[src/shared/hsw_consts.vh]
`ifndef HSW_CONSTS_VH
`define HSW_CONSTS_VH

// ****************************************************************
// Clock and time base
// ****************************************************************
// Core clock rate in MHz and the period of the internal time tick in us.
`define HSW_CLK_MHZ          125
`define HSW_TICK_US          1
// Cycles per tick, derived from the rate and the tick period.
`define HSW_TICK_CYCLES      (`HSW_TICK_US * `HSW_CLK_MHZ)
// Ticks in one millisecond.
`define HSW_TICKS_PER_MS     (1000 / `HSW_TICK_US)

// ****************************************************************
// Durations, each as printed, then converted to ticks
// ****************************************************************
`define HSW_THERMAL_US       12
`define HSW_THERMAL_TICKS    (`HSW_THERMAL_US / `HSW_TICK_US)
`define HSW_RANGE_MS         1
`define HSW_RANGE_TICKS      (`HSW_RANGE_MS * `HSW_TICKS_PER_MS)
`define HSW_OC_MS            3
`define HSW_OC_TICKS         (`HSW_OC_MS * `HSW_TICKS_PER_MS)
`define HSW_DIS_MS           1
`define HSW_DIS_TICKS        (`HSW_DIS_MS * `HSW_TICKS_PER_MS)
`define HSW_PG_MS            20
`define HSW_PG_TICKS         (`HSW_PG_MS * `HSW_TICKS_PER_MS)

// ****************************************************************
// Start-up delay setting, charge limit and rise time, overcurrent limit
// ****************************************************************
`define HSW_TIMER_OFS_MS     12'h014
`define HSW_TIMER_MIN_MS     12'h064
`define HSW_TIMER_MAX_MS     12'h3e8
`define HSW_TIMER_DEF_MS     12'h0c8
`define HSW_CHG_MIN_MA       12'h032
`define HSW_CHG_MAX_MA       12'h1f4
`define HSW_CHG_DEF_MA       12'h064
`define HSW_RISE_MIN_MS      12'h001
`define HSW_RISE_MAX_MS      12'h00a
`define HSW_RISE_DEF_MS      12'h001
`define HSW_OCL_MIN_MA       12'h15e
`define HSW_OCL_MAX_MA       12'h8ca
`define HSW_OCL_DEF_MA       12'h3e8

// ****************************************************************
// Register offsets and fields
// ****************************************************************
`define HSW_REG_CTRL         8'h00
`define HSW_REG_STATUS       8'h04
`define HSW_REG_INT_STAT     8'h08
`define HSW_REG_INT_MASK     8'h0c
`define HSW_REG_RETRY        8'h10
`define HSW_REG_TIMER        8'h14
`define HSW_REG_LIMITS       8'h18
`define HSW_REG_CURRENT      8'h1c
`define HSW_CTRL_SW_DIS      0
`define HSW_EV_PG_RISE       0
`define HSW_EV_PG_FALL       1
`define HSW_EV_RANGE         2
`define HSW_EV_THERMAL       3
`define HSW_EV_OC            4
`define HSW_EV_DISABLE       5
`define HSW_EV_W             6

`endif

[src/hdl/hsw_sequencer.v]
// Our own choices: strobed register access and the address map.
`include "hsw_consts.vh"
`timescale 1ns/1ps
`default_nettype none

module hsw_sequencer #(
  parameter [15:0] TICK_CYCLES    = `HSW_TICK_CYCLES,
  parameter [10:0] TICKS_PER_MS   = `HSW_TICKS_PER_MS,
  parameter [15:0] RANGE_TICKS    = `HSW_RANGE_TICKS,
  parameter [15:0] OC_TICKS       = `HSW_OC_TICKS,
  parameter [15:0] DIS_TICKS      = `HSW_DIS_TICKS,
  parameter [15:0] PG_TICKS       = `HSW_PG_TICKS,
  parameter [15:0] THERMAL_TICKS  = `HSW_THERMAL_TICKS
) (
  // Clock, reset and clock enable.
  input  wire        mclk,
  input  wire        sys_rst,
  input  wire        clk_en,
  // Register port.
  input  wire [7:0]  reg_addr,
  input  wire [31:0] reg_wdata,
  input  wire        reg_wr,
  input  wire        reg_rd,
  output reg  [31:0] reg_rdata,
  output reg         irq,
  // Analog comparator and sense inputs.
  input  wire        supply_lockout_ok,
  input  wire        undervoltage_detect,
  input  wire        overvoltage_detect,
  input  wire        thermal_detect,
  input  wire        overcurrent_detect,
  input  wire        gate_full_enh,
  input  wire        disable_in,
  // External setting component sense.
  input  wire        timer_res_present,
  input  wire [9:0]  timer_res_kohm,
  input  wire        charge_res_present,
  input  wire [9:0]  charge_sense_ma,
  input  wire [3:0]  charge_rise_ms,
  input  wire        oc_res_present,
  input  wire [11:0] oc_sense_ma,
  // Power stage and load.
  output reg         pass_on,
  output reg  [11:0] current_limit_ma,
  output reg         limit_is_overcurrent,
  output reg         power_good_out,
  output reg         power_good_out_n
);

  // ****************************************************************
  // States
  // ****************************************************************
  localparam [5:0] ST_OFF    = 6'h01;
  localparam [5:0] ST_DELAY  = 6'h02;
  localparam [5:0] ST_CHARGE = 6'h04;
  localparam [5:0] ST_SETTLE = 6'h08;
  localparam [5:0] ST_NORMAL = 6'h10;
  localparam [5:0] ST_OCWAIT = 6'h20;
  localparam       PIN_W     = 46;

  // ****************************************************************
  // Functions
  // ****************************************************************
  // Limits a sensed setting to its legal span.
  function [11:0] hsw_clamp;
    input [11:0] v;
    input [11:0] lo;
    input [11:0] hi;
    begin
      if (v < lo) begin
        hsw_clamp = lo;
      end else if (v > hi) begin
        hsw_clamp = hi;
      end else begin
        hsw_clamp = v;
      end
    end
  endfunction

  // Chooses the sensed setting when a component is present, else the default.
  function [11:0] hsw_pick;
    input        present;
    input [11:0] v;
    input [11:0] lo;
    input [11:0] hi;
    input [11:0] dflt;
    begin
      hsw_pick = present ? hsw_clamp(v, lo, hi) : dflt;
    end
  endfunction

  // ****************************************************************
  // Pin synchronisers
  // ****************************************************************
  wire [PIN_W-1:0] pin_raw;
  reg  [PIN_W-1:0] pin_s1;
  reg  [PIN_W-1:0] pin_s2;
  reg  [PIN_W-1:0] pin_s3;
  reg  [PIN_W-1:0] pin_q;
  integer          i;

  assign pin_raw = {oc_sense_ma, charge_rise_ms, charge_sense_ma, timer_res_kohm,
                    oc_res_present, charge_res_present, timer_res_present,
                    disable_in, gate_full_enh, overcurrent_detect, thermal_detect,
                    overvoltage_detect, undervoltage_detect, supply_lockout_ok};

  // Three stages; a bit changes only once stages two and three agree. Sense
  // buses are quasi-static, so a bit-wise update is good enough for them.
  always @(posedge mclk) begin
    if (sys_rst) begin
      pin_s1 <= {PIN_W{1'b0}};
      pin_s2 <= {PIN_W{1'b0}};
      pin_s3 <= {PIN_W{1'b0}};
      pin_q  <= {PIN_W{1'b0}};
    end else if (clk_en) begin
      pin_s1 <= pin_raw;
      pin_s2 <= pin_s1;
      pin_s3 <= pin_s2;
      for (i = 0; i < PIN_W; i = i + 1) begin
        if (pin_s2[i] == pin_s3[i]) begin
          pin_q[i] <= pin_s3[i];
        end
      end
    end
  end

  wire        lockout_ok = pin_q[0];
  wire        range_bad  = pin_q[1] | pin_q[2];
  wire        hot        = pin_q[3];
  wire        oc_now     = pin_q[4];
  wire        gate_full  = pin_q[5];
  wire        dis_now    = pin_q[6];

  // ****************************************************************
  // Settings
  // ****************************************************************
  wire [11:0] timer_sensed = {1'b0, pin_q[19:10], 1'b0} + `HSW_TIMER_OFS_MS + 12'h002;
  wire [11:0] timer_ms     = hsw_pick(pin_q[7], timer_sensed, `HSW_TIMER_MIN_MS,
                                      `HSW_TIMER_MAX_MS, `HSW_TIMER_DEF_MS);
  wire [11:0] chg_ma       = hsw_pick(pin_q[8], {2'b00, pin_q[29:20]}, `HSW_CHG_MIN_MA,
                                      `HSW_CHG_MAX_MA, `HSW_CHG_DEF_MA);
  wire [11:0] rise_ms      = hsw_pick(pin_q[8] && (pin_q[33:30] != 4'h0),
                                      {8'h00, pin_q[33:30]}, `HSW_RISE_MIN_MS,
                                      `HSW_RISE_MAX_MS, `HSW_RISE_DEF_MS);
  wire [11:0] ocl_ma       = hsw_pick(pin_q[9], pin_q[45:34], `HSW_OCL_MIN_MA,
                                      `HSW_OCL_MAX_MA, `HSW_OCL_DEF_MA);
  wire [23:0] timer_ticks  = {12'h000, timer_ms} * {13'h0000, TICKS_PER_MS};
  wire [23:0] rise_ticks   = {12'h000, rise_ms} * {13'h0000, TICKS_PER_MS};

  // ****************************************************************
  // Time tick and persistence filters
  // ****************************************************************
  reg  [15:0] tick_cnt;
  reg         tick;
  reg  [15:0] therm_cnt;
  reg  [15:0] range_cnt;
  reg  [15:0] dis_cnt;
  reg         dis_q;
  wire        therm_q = (therm_cnt >= THERMAL_TICKS);
  wire        range_q = (range_cnt >= RANGE_TICKS);

  // Every filter counts whole ticks and restarts when its condition drops, so
  // the qualified length is accurate to one tick.
  always @(posedge mclk) begin
    if (sys_rst) begin
      tick_cnt  <= 16'h0000;
      tick      <= 1'b0;
      therm_cnt <= 16'h0000;
      range_cnt <= 16'h0000;
      dis_cnt   <= 16'h0000;
      dis_q     <= 1'b0;
    end else if (clk_en) begin
      tick     <= (tick_cnt == TICK_CYCLES - 16'h0001);
      tick_cnt <= (tick_cnt == TICK_CYCLES - 16'h0001) ? 16'h0000 : tick_cnt + 16'h0001;
      if (!hot) begin
        therm_cnt <= 16'h0000;
      end else if (tick && !therm_q) begin
        therm_cnt <= therm_cnt + 16'h0001;
      end
      if (!range_bad) begin
        range_cnt <= 16'h0000;
      end else if (tick && !range_q) begin
        range_cnt <= range_cnt + 16'h0001;
      end
      // The disable filter works on both edges, so a short release is ignored too.
      if (dis_now == dis_q) begin
        dis_cnt <= 16'h0000;
      end else if (tick) begin
        if (dis_cnt >= DIS_TICKS - 16'h0001) begin
          dis_q   <= dis_now;
          dis_cnt <= 16'h0000;
        end else begin
          dis_cnt <= dis_cnt + 16'h0001;
        end
      end
    end
  end

  // ****************************************************************
  // Sequencer
  // ****************************************************************
  reg  [5:0]  state;
  reg  [5:0]  next_state;
  reg  [23:0] seq_cnt;
  reg  [7:0]  retry_cnt;
  reg         sw_disable;
  reg         restart;
  reg         retry_inc;
  reg         retry_clr;
  reg  [`HSW_EV_W-1:0] next_ev;
  wire        dis_active = dis_q | sw_disable;
  wire        running    = (state != ST_OFF);

  // Disable and lockout take priority over faults; thermal beats range,
  // range beats overcurrent.
  always @* begin
    next_state = state;
    restart    = 1'b0;
    retry_inc  = 1'b0;
    retry_clr  = 1'b0;
    next_ev    = {`HSW_EV_W{1'b0}};
    if (!lockout_ok) begin
      next_state = ST_OFF;
    end else if (dis_active) begin
      next_state = ST_OFF;
      retry_clr  = 1'b1;
      next_ev[`HSW_EV_DISABLE] = running;
    end else begin
      case (state)
        ST_OFF: begin
          if (!dis_now) begin
            next_state = ST_DELAY;
          end
        end
        ST_DELAY, ST_CHARGE, ST_SETTLE, ST_NORMAL, ST_OCWAIT: begin
          if (therm_q) begin
            next_state = ST_DELAY;
            restart    = 1'b1;
            retry_inc  = 1'b1;
            next_ev[`HSW_EV_THERMAL] = 1'b1;
          end else if (range_q) begin
            next_state = ST_DELAY;
            restart    = 1'b1;
            retry_inc  = (state != ST_DELAY);
            next_ev[`HSW_EV_RANGE] = 1'b1;
          end else begin
            case (state)
              ST_DELAY: begin
                if (seq_cnt >= timer_ticks) begin
                  next_state = ST_CHARGE;
                end
              end
              ST_CHARGE: begin
                if (gate_full) begin
                  next_state = ST_SETTLE;
                end
              end
              ST_SETTLE: begin
                if (seq_cnt >= {8'h00, PG_TICKS}) begin
                  next_state = ST_NORMAL;
                  retry_clr  = 1'b1;
                end
              end
              ST_NORMAL: begin
                if (oc_now) begin
                  next_state = ST_OCWAIT;
                end
              end
              ST_OCWAIT: begin
                if (!oc_now) begin
                  next_state = ST_NORMAL;
                end else if (seq_cnt >= {8'h00, OC_TICKS}) begin
                  next_state = ST_DELAY;
                  restart    = 1'b1;
                  retry_inc  = 1'b1;
                  next_ev[`HSW_EV_OC] = 1'b1;
                end
              end
              default: begin
                next_state = ST_OFF;
              end
            endcase
          end
        end
        default: begin
          next_state = ST_OFF;
        end
      endcase
    end
  end

  // State, shared stage counter and retry counter.
  always @(posedge mclk) begin
    if (sys_rst) begin
      state     <= ST_OFF;
      seq_cnt   <= 24'h000000;
      retry_cnt <= 8'h00;
    end else if (clk_en) begin
      state <= next_state;
      if ((next_state != state) || restart) begin
        seq_cnt <= 24'h000000;
      end else if (tick) begin
        seq_cnt <= seq_cnt + 24'h000001;
      end
      if (retry_clr) begin
        retry_cnt <= 8'h00;
      end else if (retry_inc && (retry_cnt != 8'hff)) begin
        retry_cnt <= retry_cnt + 8'h01;
      end
    end
  end

  // ****************************************************************
  // Charge ramp and outputs
  // ****************************************************************
  reg  [11:0] ramp_ma;
  reg  [23:0] ramp_acc;
  wire [23:0] acc_sum = ramp_acc + {12'h000, chg_ma};
  wire        on_next = (next_state == ST_CHARGE) || (next_state == ST_SETTLE) ||
                        (next_state == ST_NORMAL) || (next_state == ST_OCWAIT);
  wire        pg_next = (next_state == ST_NORMAL) || (next_state == ST_OCWAIT);

  // Error-accumulating ramp: one mA step each time the sum passes the rise
  // length, at most one per tick, so the limit reaches its target after rise_ticks or chg_ma ticks, whichever is later.
  always @(posedge mclk) begin
    if (sys_rst) begin
      ramp_ma  <= 12'h000;
      ramp_acc <= 24'h000000;
    end else if (clk_en) begin
      if (next_state != ST_CHARGE) begin
        ramp_ma  <= 12'h000;
        ramp_acc <= 24'h000000;
      end else if (tick && (ramp_ma < chg_ma)) begin
        if (acc_sum >= rise_ticks) begin
          ramp_acc <= acc_sum - rise_ticks;
          ramp_ma  <= ramp_ma + 12'h001;
        end else begin
          ramp_acc <= acc_sum;
        end
      end
    end
  end

  // Outputs follow the next state so they change in the same cycle as it.
  always @(posedge mclk) begin
    if (sys_rst) begin
      pass_on              <= 1'b0;
      current_limit_ma     <= 12'h000;
      limit_is_overcurrent <= 1'b0;
      power_good_out       <= 1'b0;
      power_good_out_n     <= 1'b1;
    end else if (clk_en) begin
      pass_on <= on_next;
      if (next_state == ST_CHARGE) begin
        current_limit_ma     <= ramp_ma;
        limit_is_overcurrent <= 1'b0;
      end else if (on_next) begin
        current_limit_ma     <= ocl_ma;
        limit_is_overcurrent <= 1'b1;
      end else begin
        current_limit_ma     <= 12'h000;
        limit_is_overcurrent <= 1'b0;
      end
      power_good_out   <= pg_next;
      power_good_out_n <= ~pg_next;
    end
  end

  // ****************************************************************
  // Register port and interrupt
  // ****************************************************************
  reg  [`HSW_EV_W-1:0] int_stat;
  reg  [`HSW_EV_W-1:0] int_mask;
  reg  [31:0]          rd_mux;
  wire [`HSW_EV_W-1:0] ev_all;

  assign ev_all = next_ev | {4'h0, power_good_out & ~pg_next, ~power_good_out & pg_next};

  // Read multiplexer; unmapped offsets read as zero.
  always @* begin
    case (reg_addr)
      `HSW_REG_CTRL:     rd_mux = {31'h0, sw_disable};
      `HSW_REG_STATUS:   rd_mux = {19'h0, limit_is_overcurrent, oc_now, therm_q, range_q,
                                   dis_q, pass_on, power_good_out, state};
      `HSW_REG_INT_STAT: rd_mux = {26'h0, int_stat};
      `HSW_REG_INT_MASK: rd_mux = {26'h0, int_mask};
      `HSW_REG_RETRY:    rd_mux = {24'h0, retry_cnt};
      `HSW_REG_TIMER:    rd_mux = {20'h0, timer_ms};
      `HSW_REG_LIMITS:   rd_mux = {4'h0, ocl_ma, 4'h0, chg_ma};
      `HSW_REG_CURRENT:  rd_mux = {20'h0, current_limit_ma};
      default:           rd_mux = 32'h00000000;
    endcase
  end

  // Status bits are write-one-to-clear; a new event in the same cycle wins.
  always @(posedge mclk) begin
    if (sys_rst) begin
      sw_disable <= 1'b0;
      int_stat   <= {`HSW_EV_W{1'b0}};
      int_mask   <= {`HSW_EV_W{1'b0}};
      reg_rdata  <= 32'h00000000;
      irq        <= 1'b0;
    end else if (clk_en) begin
      reg_rdata <= reg_rd ? rd_mux : 32'h00000000;
      if (reg_wr && (reg_addr == `HSW_REG_CTRL)) begin
        sw_disable <= reg_wdata[`HSW_CTRL_SW_DIS];
      end
      if (reg_wr && (reg_addr == `HSW_REG_INT_MASK)) begin
        int_mask <= reg_wdata[`HSW_EV_W-1:0];
      end
      if (reg_wr && (reg_addr == `HSW_REG_INT_STAT)) begin
        int_stat <= (int_stat & ~reg_wdata[`HSW_EV_W-1:0]) | ev_all;
      end else begin
        int_stat <= int_stat | ev_all;
      end
      irq <= |((int_stat | ev_all) & int_mask);
    end
  end

endmodule

`default_nettype wire

[config.mk]
export PLATFORM = sky130hd
export DESIGN_NAME = hsw_sequencer
export DESIGN_NICKNAME = d
export VERILOG_FILES = /design/src/hdl/hsw_sequencer.v
export VERILOG_INCLUDE_DIRS = /design/src /design/src/shared
export SDC_FILE = /design/constraint.sdc
export NUM_CORES = 1
export LEC_CHECK = 0
export ABC_CLOCK_PERIOD_IN_PS = 22600
export BUFFER_PORTS_ARGS = -buffer_cell sky130_fd_sc_hd__buf_2
export CAP_MARGIN = 20
export CORE_MARGIN = 5
export CORE_UTILIZATION = 34
export DETAILED_ROUTE_END_ITERATION = 8
export PLACE_DENSITY = 0.48
export SETUP_SLACK_MARGIN = 0.2
export SYNTH_ARGS = -nofsm -noshare
export SYNTH_HDL_FRONTEND = slang
export SYNTH_SLANG_ARGS = --single-unit
[constraint.sdc]
create_clock -name mclk -period 22.6 [get_ports mclk]
set_input_delay 1.13 -clock mclk [delete_from_list [all_inputs] [get_ports mclk]]
set_output_delay 1.13 -clock mclk [all_outputs]
set_load 0.03 [all_outputs]
==> results.cfg <==
[min_path]
hold_depth = 2
worstHoldStart = pin_s3[2]
worstHoldEndpoint = pin_q[2]
hp-class = reg -> reg

[placement]
place_area_um2 = 23100
dp.cells = 3440
io_buffers = 106
gp_congestion = 0.870
place_hpwl_um = 44600

[die]
coreArea_um2 = 63200
rows = 92
design.portCount = 140
die_y_um = 263
start_util_pct = 34.4
fp.dieArea_um2 = 69100
die_w_um = 263

[clock_network]
cts_setup_buffers = 0
cts_resized = 0
holdBufCountCts = 0
root_buffer = clkbuf_16
clk_latency_ns = 0.58
clk_pin_slew_ns = 0.06
cts_buffers = 47
clock_path_buffers = 3
htree_levels = 2
cts_sinks = 379
cts_tree = yes

[synth]
synthArstFlopShare_pct = 0
yosysSeqAreaShare_pct = 34.9
syn-cell-area_um2 = 21700
ys_seq_elements = 379
syn_area_per_cell_um2 = 8.45
synth.distinct_cells = 87
synth_edf_count = 0
syn_inst = 2574
ys.flop_type = dfxtp_1
ys_warn_count = 0

[grt]
grt_pass1_vias = 17769
grt_pass1_wl_um = 98000
grt_max_degree = 197
grt.total_usage_pct = 17.0
grt-ovfl-total = 0
antenna_found_initial = 1

[critical_path]
critPathMaxStageDelay_ns = 0.68
cp.arrival_ns = 10.56
endpoint_kind = flop
critical_path_required_ns = 23.12
cpMaxStageDelayCell = a21oi_1
setup.worst_path.class = reg -> reg
regToRegSetupSlack_ns = 12.56
r2r-start = pin_q[10]
start_kind = flop
crit_path_frequent_cell = a21oi_1
crit_path_max_fanout = 17
r2r_end = ramp_ma[7]
rr_worst_depth = 34

[final_layout]
fin_nets = 2909
final_area_um2 = 24700
drive_above_1_share_pct = 9.26
insertedDiodeCount = 0
syn_to_final_growth_pct = 13.6
instances_no_fill = 3525

[status]
status = complete, no violations

[drt]
first_pass_iters = 5
drtIter0Drc = 1138
ant_nets = 0
vias = 18697
drcViolationCount = 0
totalWireLength_um = 61000
drt-wirelength-per-cell_um = 17.3
vias_per_cell = 5.30

[timing]
grt_setup_unrepaired = no
setup_viol_count_final = 0
slew_viol_final = 0
tightestPinTransition_ns = 1.03
relSlewSlack_pct = 31.2
setup_tns_ns = 0
fmax_mhz = 99.6
finalClockSkew_ns = 0.0163
hold_viol = 0
fin_crit_sh_pct = 44.4
post-route-min-period_ns = 10.04

[power_and_ir_drop]
p_leak_uw = 0.0106
p_per_area_nw_per_um2 = 63.5
power_uw = 1570
ir_drop_mv = 0.0595

[run]
drv_cap = 0
==> kinds of logic (layout without fill, tap and decap cells) <==
logic type | Yosys count | count (layout) | share of synthesized area [%]
AND/OR/NAND/NOR | 896 | 896 | 19.6
adder cells (fa/ha/maj) | 174 | 174 | 11.5
XOR/XNOR | 84 | 84 | 3.38
flip-flops | 379 | 379 | 34.9
buffers and inverters | 274 | 359 | 4.95
multiplexers | 165 | 165 | 7.64
other | 2 | 22 | 0.0345
AO/OA/AOI/OAI | 600 | 600 | 18.0
==> report_power, final <==
group	switching, uW	total, uW	leakage (uW)	internal, uW
Sequential	11.5	691	0.00307	680
Combinational	61.6	98.6	0.00671	37.0
Clock	310	778	0.000778	468
Total	383	1570	0.0106	1180
==> per-layer routing <==
layer  wire length, um  track usage, %  vias up
met5                 0               0        -
met4              1300            4.65        0
met3              3660            3.62       77
met2             25700            25.6      417
met1             30400            24.7     8940
li1                  -               -     9263
==> metrics by stage <==
| step | worst slack, ns | utilization (%) | hold slack (ns) |
|---|---|---|---|
| final | 12.56 | 39.1 | 0.451 |
| after global routing | 11.75 | 39.1 | 0.473 |
| after CTS | 12.48 | 39.1 | 0.454 |
| after detailed placement | 12.52 | 36.5 | 0.446 |
| after global placement | 12.62 | 36.5 | 0.440 |
| after floorplan | 14.26 | - | 0.431 |
==> area by class of cell <==
cell class	count	area (um^2)
well taps	846	1060
clock buffers	66	1360
flip-flops and latches	379	7590
fillers	6428	38500
multi-input cells	1941	13200
inverters	147	553
repair buffers	128	729
clock inverters	18	248
==> worst max path at each step <==
stage / startpoint / to / depth (start not counted)
floorplan: pin_q[10] / seq_cnt[3] / 37
global placement: pin_q[10] / ramp_ma[7] / 34
detailed placement: pin_q[10] / ramp_ma[7] / 34
CTS: pin_q[10] / ramp_ma[7] / 34
global route: pin_q[10] / ramp_ma[7] / 34
finish: pin_q[10] / ramp_ma[7] / 34
==> critical path: cells and delay by family, from the launching register on <==
kind | cells | cell delay [ns]
compound gates | 14 | 4.08
xor+xnor | 1 | 0.26
fa+ha+maj | 7 | 2.73
buf+inv | 4 | 0.27
flops | 1 | 0.47
simple gates | 8 | 2.14
==> cells in the final DEF (no fill, tap or decap), types with 22 or more instances in the layout <==
| cell type | netlist | routed |
|---|---|---|
| dfxtp_1 | 379 | 379 |
| nor2_1 | 345 | 345 |
| nand2_1 | 216 | 216 |
| a21oi_1 | 178 | 178 |
| mux2i_1 | 157 | 157 |
| inv_1 | 146 | 146 |
| ha_1 | 131 | 131 |
| o21ai_0 | 128 | 128 |
| buf_2 | 12 | 104 |
| a21o_1 | 60 | 60 |
| nand3_1 | 56 | 56 |
| clkbuf_16 | 0 | 48 |
| xor2_1 | 46 | 46 |
| fa_1 | 43 | 43 |
| xnor2_1 | 38 | 38 |
| nor3_1 | 38 | 38 |
| nand4_1 | 34 | 34 |
| and3_1 | 33 | 33 |
| a22oi_1 | 30 | 30 |
| or3_1 | 26 | 26 |
| conb_1 | 2 | 22 |
==> cell usage after synthesis (20+ instances only) <==
| master | number | area share, % |
|---|---|---|
| nor3_1 | 38 | 0.87 |
| ha_1 | 131 | 7.5 |
| o31ai_1 | 21 | 0.73 |
| mux2i_1 | 157 | 7.2 |
| a211oi_1 | 20 | 0.69 |
| xor2_1 | 46 | 1.9 |
| a22oi_1 | 30 | 1.0 |
| o21ai_0 | 128 | 2.9 |
| nor4_1 | 22 | 0.63 |
| a21o_1 | 60 | 2.1 |
| nand2_1 | 216 | 3.7 |
| inv_1 | 146 | 2.5 |
| nor2_1 | 345 | 6.0 |
| and3_1 | 33 | 0.95 |
| fa_1 | 43 | 4.0 |
| or3_1 | 26 | 0.75 |
| dfxtp_1 | 379 | 35 |
| a21oi_1 | 178 | 4.1 |
| clkbuf_1 | 98 | 1.7 |
| nand4_1 | 34 | 0.98 |
| nand3_1 | 56 | 1.3 |
| xnor2_1 | 38 | 1.5 |
==> registers in the layout (all words and copies together) (netlist names), 8 cells and up <==
name and cells:
current_limit_ma 12, dis_cnt 16, pin_q 46, pin_s1 46, pin_s2 46, pin_s3 46, ramp_acc 24, ramp_ma 12
range_cnt 16, reg_rdata 25, retry_cnt 8, seq_cnt 24, therm_cnt 16, tick_cnt 16
Power figures use the tool's default switching activity.
